[src/verilog/ptsc_pkg.sv]
// Shared constants and types for one port's transmit statistics counter set.
// Assumes a single system clock and a transmit MAC that reports each
// completed frame with a one-cycle valid and its length, broadcast and
// collision status.
package ptsc_pkg;

    // ------------------------------------------------------------------
    // Register numbers
    // ------------------------------------------------------------------
    // Base register numbers of the counter set for each port.
    localparam logic [11:0] BASE_PORT0 = 12'h0454;
    localparam logic [11:0] BASE_PORT1 = 12'h0854;
    localparam logic [11:0] BASE_PORT2 = 12'h0C54;

    // Port 0 register numbers; other ports keep the same relative layout.
    localparam logic [11:0] REG_TX_EXACT_MIN  = 12'h0454;
    localparam logic [11:0] REG_TX_SMALL_BIN  = 12'h0455;
    localparam logic [11:0] REG_TX_MED_SMALL  = 12'h0456;
    localparam logic [11:0] REG_TX_MEDIUM     = 12'h0457;
    localparam logic [11:0] REG_TX_MED_LARGE  = 12'h0458;
    localparam logic [11:0] REG_TX_LARGE_BIN  = 12'h0459;
    localparam logic [11:0] REG_TX_RUNT       = 12'h045A;
    localparam logic [11:0] REG_TX_BYTE_TOTAL = 12'h045C;
    localparam logic [11:0] REG_TX_BROADCAST  = 12'h045D;

    // Offsets relative to the port base.
    localparam logic [11:0] REL_TX_EXACT_MIN  = REG_TX_EXACT_MIN - BASE_PORT0;
    localparam logic [11:0] REL_TX_SMALL_BIN  = REG_TX_SMALL_BIN - BASE_PORT0;
    localparam logic [11:0] REL_TX_MED_SMALL  = REG_TX_MED_SMALL - BASE_PORT0;
    localparam logic [11:0] REL_TX_MEDIUM     = REG_TX_MEDIUM - BASE_PORT0;
    localparam logic [11:0] REL_TX_MED_LARGE  = REG_TX_MED_LARGE - BASE_PORT0;
    localparam logic [11:0] REL_TX_LARGE_BIN  = REG_TX_LARGE_BIN - BASE_PORT0;
    localparam logic [11:0] REL_TX_RUNT       = REG_TX_RUNT - BASE_PORT0;
    localparam logic [11:0] REL_TX_BYTE_TOTAL = REG_TX_BYTE_TOTAL - BASE_PORT0;
    localparam logic [11:0] REL_TX_BROADCAST  = REG_TX_BROADCAST - BASE_PORT0;

    // ------------------------------------------------------------------
    // Counter slots and values
    // ------------------------------------------------------------------
    localparam int          NUM_CNT   = 9;
    localparam logic [3:0]  SLOT_64   = 4'h0;
    localparam logic [3:0]  SLOT_65   = 4'h1;
    localparam logic [3:0]  SLOT_128  = 4'h2;
    localparam logic [3:0]  SLOT_256  = 4'h3;
    localparam logic [3:0]  SLOT_512  = 4'h4;
    localparam logic [3:0]  SLOT_1024 = 4'h5;
    localparam logic [3:0]  SLOT_RUNT = 4'h6;
    localparam logic [3:0]  SLOT_BYTE = 4'h7;
    localparam logic [3:0]  SLOT_BCST = 4'h8;

    localparam logic [31:0] CNT_RESET     = 32'h0000_0000;
    localparam logic [31:0] CNT_MAX       = 32'hFFFF_FFFF;
    localparam logic [31:0] CNT_ONE       = 32'h0000_0001;
    localparam logic [31:0] TEST_LOAD_CNT = 32'h7FFF_FFFC;
    localparam logic [31:0] TEST_LOAD_BYT = 32'h7FFF_FF80;

    // ------------------------------------------------------------------
    // Frame lengths
    // ------------------------------------------------------------------
    localparam int          LEN_W       = 16;
    localparam logic [15:0] LEN_MIN     = 16'h0040;
    localparam logic [15:0] LEN_B65     = 16'h0041;
    localparam logic [15:0] LEN_B128    = 16'h0080;
    localparam logic [15:0] LEN_B256    = 16'h0100;
    localparam logic [15:0] LEN_B512    = 16'h0200;
    localparam logic [15:0] LEN_B1024   = 16'h0400;
    localparam logic [15:0] LEN_PAD_MAX = 16'h003C;
    localparam logic [15:0] LEN_FCS     = 16'h0004;

    // One report from the transmit MAC per finished attempt.
    typedef struct packed {
        logic             valid;
        logic [LEN_W-1:0] len;
        logic             bcast;
        logic             coll;
    } ptsc_tx_rpt_t;

endpackage

[src/verilog/ptsc_port_tx_stats.sv]
// Transmit statistics counter set for one switch port.
// Assumes the transmit MAC runs on core_clk_in and reports each attempt
// with a one-cycle valid; the register read port is driven by management
// logic on the same clock, so no input is synchronised.
`timescale 1ns/10ps
`default_nettype none

// Overview of operation
// - Count frames of exactly 64 bytes.
// - Count frames of 65 to 127 bytes.
// - Count frames of 128 to 255 bytes.
// - Count frames of 256 to 511 bytes.
// - Count frames of 512 to 1023 bytes.
// - Count frames from 1024 to port maximum.
// - Count runts below 64; never bin them.
// - Unpadded tag-stripped short frames count as runts.
// - Add sent bytes, pause included, collisions excluded.
// - Count broadcast frames sent.
// - Reading returns value then clears counter.
// - Counters stick at all-ones until read.
// - Counters are 32 bits, reset to zero.
// - One set per port at its base.
// - Test mode reads load preset values instead.
// - Padding lifts short frames to at least minimum size.
module ptsc_port_tx_stats
    import ptsc_pkg::*;
#(
    // Register number of this port's first counter.
    parameter logic [11:0]      PORT_BASE     = BASE_PORT0,
    // Longest frame the port may send; longer frames reach no size bin.
    parameter logic [LEN_W-1:0] MAX_FRAME_LEN = 16'h05EE
) (
    // Clock, reset and clock enable.
    input  wire logic         core_clk_in,
    input  wire logic         rst_in,
    input  wire logic         ce_in,
    // Configuration bits held in the neighbouring MAC control registers.
    input  wire logic         tx_pad_enable_in,
    input  wire logic         counter_read_test_mode_in,
    // Frame reports from the transmit MAC.
    input  wire ptsc_tx_rpt_t tx_rpt_in,
    // Register read port.
    input  wire logic         rd_strobe_in,
    input  wire logic [11:0]  rd_index_in,
    output logic              rd_valid_out,
    output logic              rd_hit_out,
    output logic [31:0]       rd_data_out
);

    // ------------------------------------------------------------------
    // Helper functions
    // ------------------------------------------------------------------

    // Saturating add; a sum past all-ones sticks at all-ones.
    function automatic logic [31:0] sat_add(input logic [31:0] a, input logic [31:0] b);
        logic [32:0] sum;
        sum = {1'b0, a} + {1'b0, b};
        return sum[32] ? CNT_MAX : sum[31:0];
    endfunction

    // Length on the wire after optional padding and FCS insertion.
    function automatic logic [LEN_W-1:0] wire_len(input logic [LEN_W-1:0] len,
                                                   input logic pad);
        logic [LEN_W-1:0] res;
        // Without padding the length passes through untouched.
        res = len;
        if (pad && (len < LEN_MIN)) begin
            // Up to 60 bytes grows to 64; 61 to 63 only gain the FCS.
            res = (len <= LEN_PAD_MAX) ? LEN_MIN : LEN_W'(len + LEN_FCS);
        end
        return res;
    endfunction

    // Maps an offset from the port base onto a counter slot.
    function automatic logic [4:0] map_slot(input logic [11:0] rel);
        logic [4:0] res;
        // Bit 4 flags a hit; the low bits name the slot.
        res = 5'h00;
        case (rel)
            REL_TX_EXACT_MIN:  res = {1'b1, SLOT_64};
            REL_TX_SMALL_BIN:  res = {1'b1, SLOT_65};
            REL_TX_MED_SMALL:  res = {1'b1, SLOT_128};
            REL_TX_MEDIUM:     res = {1'b1, SLOT_256};
            REL_TX_MED_LARGE:  res = {1'b1, SLOT_512};
            REL_TX_LARGE_BIN:  res = {1'b1, SLOT_1024};
            REL_TX_RUNT:       res = {1'b1, SLOT_RUNT};
            REL_TX_BYTE_TOTAL: res = {1'b1, SLOT_BYTE};
            REL_TX_BROADCAST:  res = {1'b1, SLOT_BCST};
            default:           res = 5'h00;
        endcase
        return res;
    endfunction

    // ------------------------------------------------------------------
    // Frame classification
    // ------------------------------------------------------------------

    // Nine words are few enough to keep in flip-flops.
    // Counter storage, one word per slot.
    logic [31:0]      cnt_reg  [NUM_CNT];
    // Next value of each counter.
    logic [31:0]      cnt_next [NUM_CNT];
    // Amount added to each counter this cycle.
    logic [31:0]      inc_amt  [NUM_CNT];
    // A completed, uncollided frame is reported this cycle.
    wire              frame_ok;
    // Length as it went out on the wire.
    wire [LEN_W-1:0]  eff_len;
    // One flag per counter slot, byte total and broadcast included.
    wire [NUM_CNT-1:0] bin_hit;

    // Collided attempts carry no completed frame, so they count nowhere.
    assign frame_ok = tx_rpt_in.valid && !tx_rpt_in.coll;
    assign eff_len  = wire_len(tx_rpt_in.len, tx_pad_enable_in);

    // A short frame sent unpadded (for example after a tag was stripped)
    // keeps its short length and lands in the runt counter, not in any size bin.
    assign bin_hit[SLOT_RUNT] = frame_ok && (eff_len < LEN_MIN);
    assign bin_hit[SLOT_64]   = frame_ok && (eff_len == LEN_MIN);
    assign bin_hit[SLOT_65]   = frame_ok && (eff_len >= LEN_B65) && (eff_len < LEN_B128);
    assign bin_hit[SLOT_128]  = frame_ok && (eff_len >= LEN_B128) && (eff_len < LEN_B256);
    assign bin_hit[SLOT_256]  = frame_ok && (eff_len >= LEN_B256) && (eff_len < LEN_B512);
    assign bin_hit[SLOT_512]  = frame_ok && (eff_len >= LEN_B512) && (eff_len < LEN_B1024);
    // Frames beyond the port maximum are not binned; the MAC should not
    // send them, and counting them as large would hide the fault.
    assign bin_hit[SLOT_1024] = frame_ok && (eff_len >= LEN_B1024)
                                && (eff_len <= MAX_FRAME_LEN);
    assign bin_hit[SLOT_BCST] = frame_ok && tx_rpt_in.bcast;
    // Every completed frame adds to the byte total, pause frames too.
    assign bin_hit[SLOT_BYTE] = frame_ok;

    // ------------------------------------------------------------------
    // Read decode
    // ------------------------------------------------------------------

    // Register number relative to this port's base.
    wire [11:0]        rd_rel;
    // Hit flag and slot of the addressed counter.
    wire [4:0]         rd_map;
    wire               rd_hit;
    wire [3:0]         rd_slot;
    // One clearing flag per counter.
    logic [NUM_CNT-1:0] rd_clear;

    // Numbers below the base wrap to a large offset and miss the map.
    assign rd_rel  = rd_index_in - PORT_BASE;
    assign rd_map  = map_slot(rd_rel);
    assign rd_hit  = rd_strobe_in && rd_map[4];
    assign rd_slot = rd_map[3:0];

    // ------------------------------------------------------------------
    // Counter update
    // ------------------------------------------------------------------

    // Works out each counter's next value. A read first restarts the word
    // from its load value and the increment of the same cycle is then added,
    // so an event that coincides with the read is never dropped.
    always_comb begin
        for (int i = 0; i < NUM_CNT; i++) begin
            rd_clear[i] = rd_hit && (rd_slot == 4'(i));
            // The byte total adds the wire length; every other slot adds one.
            if (i == int'(SLOT_BYTE)) begin
                inc_amt[i] = bin_hit[i] ? 32'(eff_len) : CNT_RESET;
            end else begin
                inc_amt[i] = bin_hit[i] ? CNT_ONE : CNT_RESET;
            end
            if (rd_clear[i] && counter_read_test_mode_in) begin
                // The byte total gets a lower preset, yet it still reaches 8000_0000 after two 64-byte
                // frames, sooner than the event counters, which need four events in a test run.
                cnt_next[i] = sat_add((i == int'(SLOT_BYTE)) ? TEST_LOAD_BYT
                                                             : TEST_LOAD_CNT,
                                      inc_amt[i]);
            end else if (rd_clear[i]) begin
                cnt_next[i] = inc_amt[i];
            end else begin
                cnt_next[i] = sat_add(cnt_reg[i], inc_amt[i]);
            end
        end
    end

    // Counter registers, cleared by reset and frozen while ce_in is low.
    always_ff @(posedge core_clk_in) begin
        for (int i = 0; i < NUM_CNT; i++) begin
            // Reset acts whatever the enable, so a frozen block starts clean.
            if (rst_in) begin
                cnt_reg[i] <= CNT_RESET;
            end else if (ce_in) begin
                cnt_reg[i] <= cnt_next[i];
            end
        end
    end

    // ------------------------------------------------------------------
    // Read answer
    // ------------------------------------------------------------------

    // Captures the pre-clear value in the same edge that clears it, so
    // software always sees the value accumulated up to its read.
    always_ff @(posedge core_clk_in) begin
        if (rst_in) begin
            rd_valid_out <= 1'b0;
            rd_hit_out   <= 1'b0;
            rd_data_out  <= CNT_RESET;
        end else if (ce_in) begin
            // Every strobe taken while ce_in is high is answered one cycle later, mapped or not.
            rd_valid_out <= rd_strobe_in;
            rd_hit_out   <= rd_hit;
            // Unmapped numbers, including the hole in the map, read zero.
            rd_data_out  <= rd_hit ? cnt_reg[rd_slot] : CNT_RESET;
        end
    end
endmodule

`default_nettype wire

[config.mk]
export PLATFORM = sky130hd
export DESIGN_NAME = ptsc_port_tx_stats
export DESIGN_NICKNAME = d
export VERILOG_FILES = /design/src/verilog/ptsc_pkg.sv /design/src/verilog/ptsc_port_tx_stats.sv
export SDC_FILE = /design/constraint.sdc
export NUM_CORES = 1
export LEC_CHECK = 0
export ABC_AREA = 0
export BUFFER_PORTS_ARGS = -buffer_cell sky130_fd_sc_hd__buf_2
export CAP_MARGIN = 20
export CORE_ASPECT_RATIO = 0.7
export CORE_UTILIZATION = 39
export CTS_CLUSTER_DIAMETER = 50
export DETAILED_ROUTE_END_ITERATION = 10
export PLACE_DENSITY = 0.66
export SLEW_MARGIN = 20
export SYNTH_ARGS = -nofsm -noshare
export SYNTH_HDL_FRONTEND = slang
export SYNTH_SLANG_ARGS = --single-unit
[constraint.sdc]
create_clock -name core_clk_in -period 8.2 [get_ports core_clk_in]
set_input_delay 1.64 -clock core_clk_in [delete_from_list [all_inputs] [get_ports core_clk_in]]
set_output_delay 1.64 -clock core_clk_in [all_outputs]
set_load 0.02 [all_outputs]
==> flow_summary.ini <==
[status]
run_status = finished clean

[layout]
final_net_count = 2472
post-route-cell-area_mm2 = 0.0234
final_core_utilization_pct = 44.3
flow.area_growth_from_synthesis_pct = 11.0
number_of_flip_flops_in_the_largest_register = 288
post_route_cells_drive_above_1_share_pct = 7.90
final-instance-count-excl-fill = 3150

[routing]
routed_wire_length_um = 66200
first_iter_violations = 2717
vias_per_cell = 6.11
dr_total_vias = 19200
detail-route-antenna-nets = 0
drc = 0
number_of_optimization_iterations_in_the_first_detailed_route_pass = 6
avgRoutedWirePerCell_um = 21.0

[sta]
worstMarginPinSlew_ns = 1.11
final_critical_path_setup_slack_ns = 1.66
post-route-period-util_pct = 79.8
max-slew-margin-rel_pct = 25.8
setup_violations = 0
timing.final.crit_period_ns = 6.54
rsz0062_at_grt = false
slew_violations = 0
worst_clock_skew_ns = 0.0342
timing.final.hold_violations = 0
totalNegativeSetupSlack_ns = 0
max_clock_freq_mhz = 153

[clock_network]
htreeDepth = 2
buffer_depth_of_the_longest_clock_path = 3
clock_tree.root_cell = clkbuf_16
cts_tree = done
cts_repair_resize_count = 0
numClockSinks = 322
hold_buffers = 0
path_clk_slew_ns = 0.06
worst_skew_pair.late_latency_ns = 0.56
cts_buffers = 39
post_cts.repair.setup_buffers = 0

[place]
input_output_buffers = 70
detailedPlace.worstSlack_ns = 1.32
placedInstanceArea_mm2 = 0.0221
place_hpwl_um = 47700
inst_count_dp = 3077
gpl.final_weighted_congestion = 0.948

[critical_path]
worst_ep_arrival_time_ns = 6.91
critPathRequiredTime_ns = 8.57
critical_path.max_fanout = 27
reg2reg_from = cnt_reg[0][0]$_SDFFCE_PN0P_
setup.reg_to_reg.worst_slack_ns = 4.52
worstSetupEndpointType = flip-flop
worst-setup-path-type = in2reg
regToRegEndpoint = cnt_reg[0][0]$_SDFFCE_PN0P_
worst_r2r_path_depth = 9
critical_path.startpoint_type = input pin

[die]
core_mm2 = 0.0528
dieHeight_um = 197
initial_utilization_pct = 39.9
die_area_mm2 = 0.0550
floorplan_row_count = 70
floorplan.io_pins = 71
die_width_um = 280

[min_path]
hold_path_class = reg2reg
hold_path_startpoint = rd_data_out[20]$_SDFFE_PP0P_
hold-path-cell-count = 1
min_delay_worst_endpoint = rd_data_out[20]$_SDFFE_PP0P_

[flow_run]
max-cap-violations = 0

[pwr]
power.density_mw_per_mm2 = 175
peakVddDrop_uv = 141
leakagePower_nw = 9.25

[synth]
synth-edff-count = 288
ys_ff_latch = 322
syn_avg_cell_area_um2 = 8.81
postSynth.asyncResetShare_pct = 0
ys.flop_type = edfxtp_1
yosys_warnings = 0
post_synthesis_instance_total = 2394
syn_area_mm2 = 0.0211
synth-seq-area-share_pct = 44.3
synth.net_count = 2468
yosysUniqueCellTypes = 66

[global_route]
grt_use_total_pct = 23.6
number_of_antenna_violations_at_the_first_check_in_global_routing = 2
overflow = 0
grt_max_degree = 176
grt_first_pass_wirelength_um = 102000
via_count_of_the_first_global_routing_pass = 17400
cells in the mapped netlist, types with 6 or more instances:
master    instances  area, um2
nand3_1         107        536
nand2_1         268       1010
a32o_1           32        320
inv_1            43        161
a21oi_1          87        435
ha_1             36        450
o31ai_1          14        105
nand4_1          56        350
o211ai_1          9       67.6
xnor2_1         124       1090
and4_1           38        333
nand2b_1         14       87.6
nor4_1           15       93.8
and3_1           52        325
a211oi_1         16        120
buf_2            10       50.1
o21a_1            8       60.1
dfxtp_1          34        681
nor3_1           69        345
xor2_1          100        876
a21o_1            8       60.1
nor2_1          291       1090
or3_1            15       93.8
nor2b_1           9       56.3
and2_1           20        125
o22ai_1          95        594
o21ai_0         300       1500
a31oi_1          22        138
clkbuf_1        122        458
mux2i_1          10        100
or2_2             6       37.5
edfxtp_1        288       8650
layer usage:
layer	track usage, %	wire, um
met3	5.93	8060
met5	0	0
met4	5.02	1230
met2	32.9	26900
met1	36.2	30100
power by group:
| part | internal (mW) | switching (mW) |
|---|---|---|
| clock | 1.02 | 0.751 |
| combinational | 0.122 | 0.188 |
| sequential | 1.89 | 0.126 |
| total | 3.03 | 1.06 |
placed cells by master (no fill, tap or decap), drive strengths merged, types with 69 or more instances in the layout:
cell type,Yosys,layout
o21ai,305,305
nor2,292,292
edfxtp,288,288
nand2,268,268
xnor2,124,124
nand3,107,107
xor2,100,100
buf,15,100
o22ai,95,95
a21oi,87,87
nor3,69,69
how the worst max path moves through the flow:
| stage | startpoint | endpoint | slack, ns |
|---|---|---|---|
| after floorplan | ce_in | cnt_reg[0][0]$_SDFFCE_PN0P_ | 0.1 |
| after global placement | tx_rpt_in[14] | cnt_reg[0][0]$_SDFFCE_PN0P_ | 1.50 |
| after detailed placement | tx_rpt_in[14] | cnt_reg[5][11]$_SDFFCE_PN0P_ | 1.32 |
| after CTS | tx_rpt_in[14] | cnt_reg[5][11]$_SDFFCE_PN0P_ | 1.88 |
| after global routing | tx_rpt_in[14] | cnt_reg[0][0]$_SDFFCE_PN0P_ | 1.34 |
| final | tx_rpt_in[14] | cnt_reg[0][0]$_SDFFCE_PN0P_ | 1.66 |
kinds of logic (layout without fill, tap and decap cells):
group                    count (synthesis)  after routing  share of synthesized area, %
flip-flops                             322            322                          44.3
XOR/XNOR                               224            224                          9.31
multiplexers                            14             14                         0.689
other                                    0              1                             0
AO/OA/AOI/OAI                          624            624                          17.5
adder cells (fa/ha/maj)                 37             37                          2.23
AND/OR/NAND/NOR                        993            993                          22.8
buffers and inverters                  180            215                          3.26
per-stage QoR:
step / hold WS [ns] / total power [mW]
global placement: 0.471 / 2.34
finish: 0.474 / 4.10
CTS: 0.478 / 4.10
detailed placement: 0.463 / 2.35
floorplan: 0.572 / 2.24
global route: 0.499 / 4.22
final cells by class:
cell class	count	area, um2
antenna	1	2.50
fill	5018	29400
multi-input combinational	1892	11100
clock buffer	50	1060
inverter	43	169
sequential	322	9330
timing repair buffer	100	588
clock inverter	22	215
tap	720	901
worst max-delay path: stages:
cell and delay (ns):
buf_2 0.10, or3_1 0.42, or4_1 0.60, nor4b_1 0.52
nand2_1 0.12, nand2_1 0.08, nand2_1 0.17, inv_1 0.11
ha_1 0.20, ha_1 0.20, nand3_1 0.20, nor4_2 0.63
nand3_1 0.29, nor2_1 0.41, and4_1 0.88, nor3_1 0.09
a211oi_1 0.24
Power figures use the tool's default switching activity.
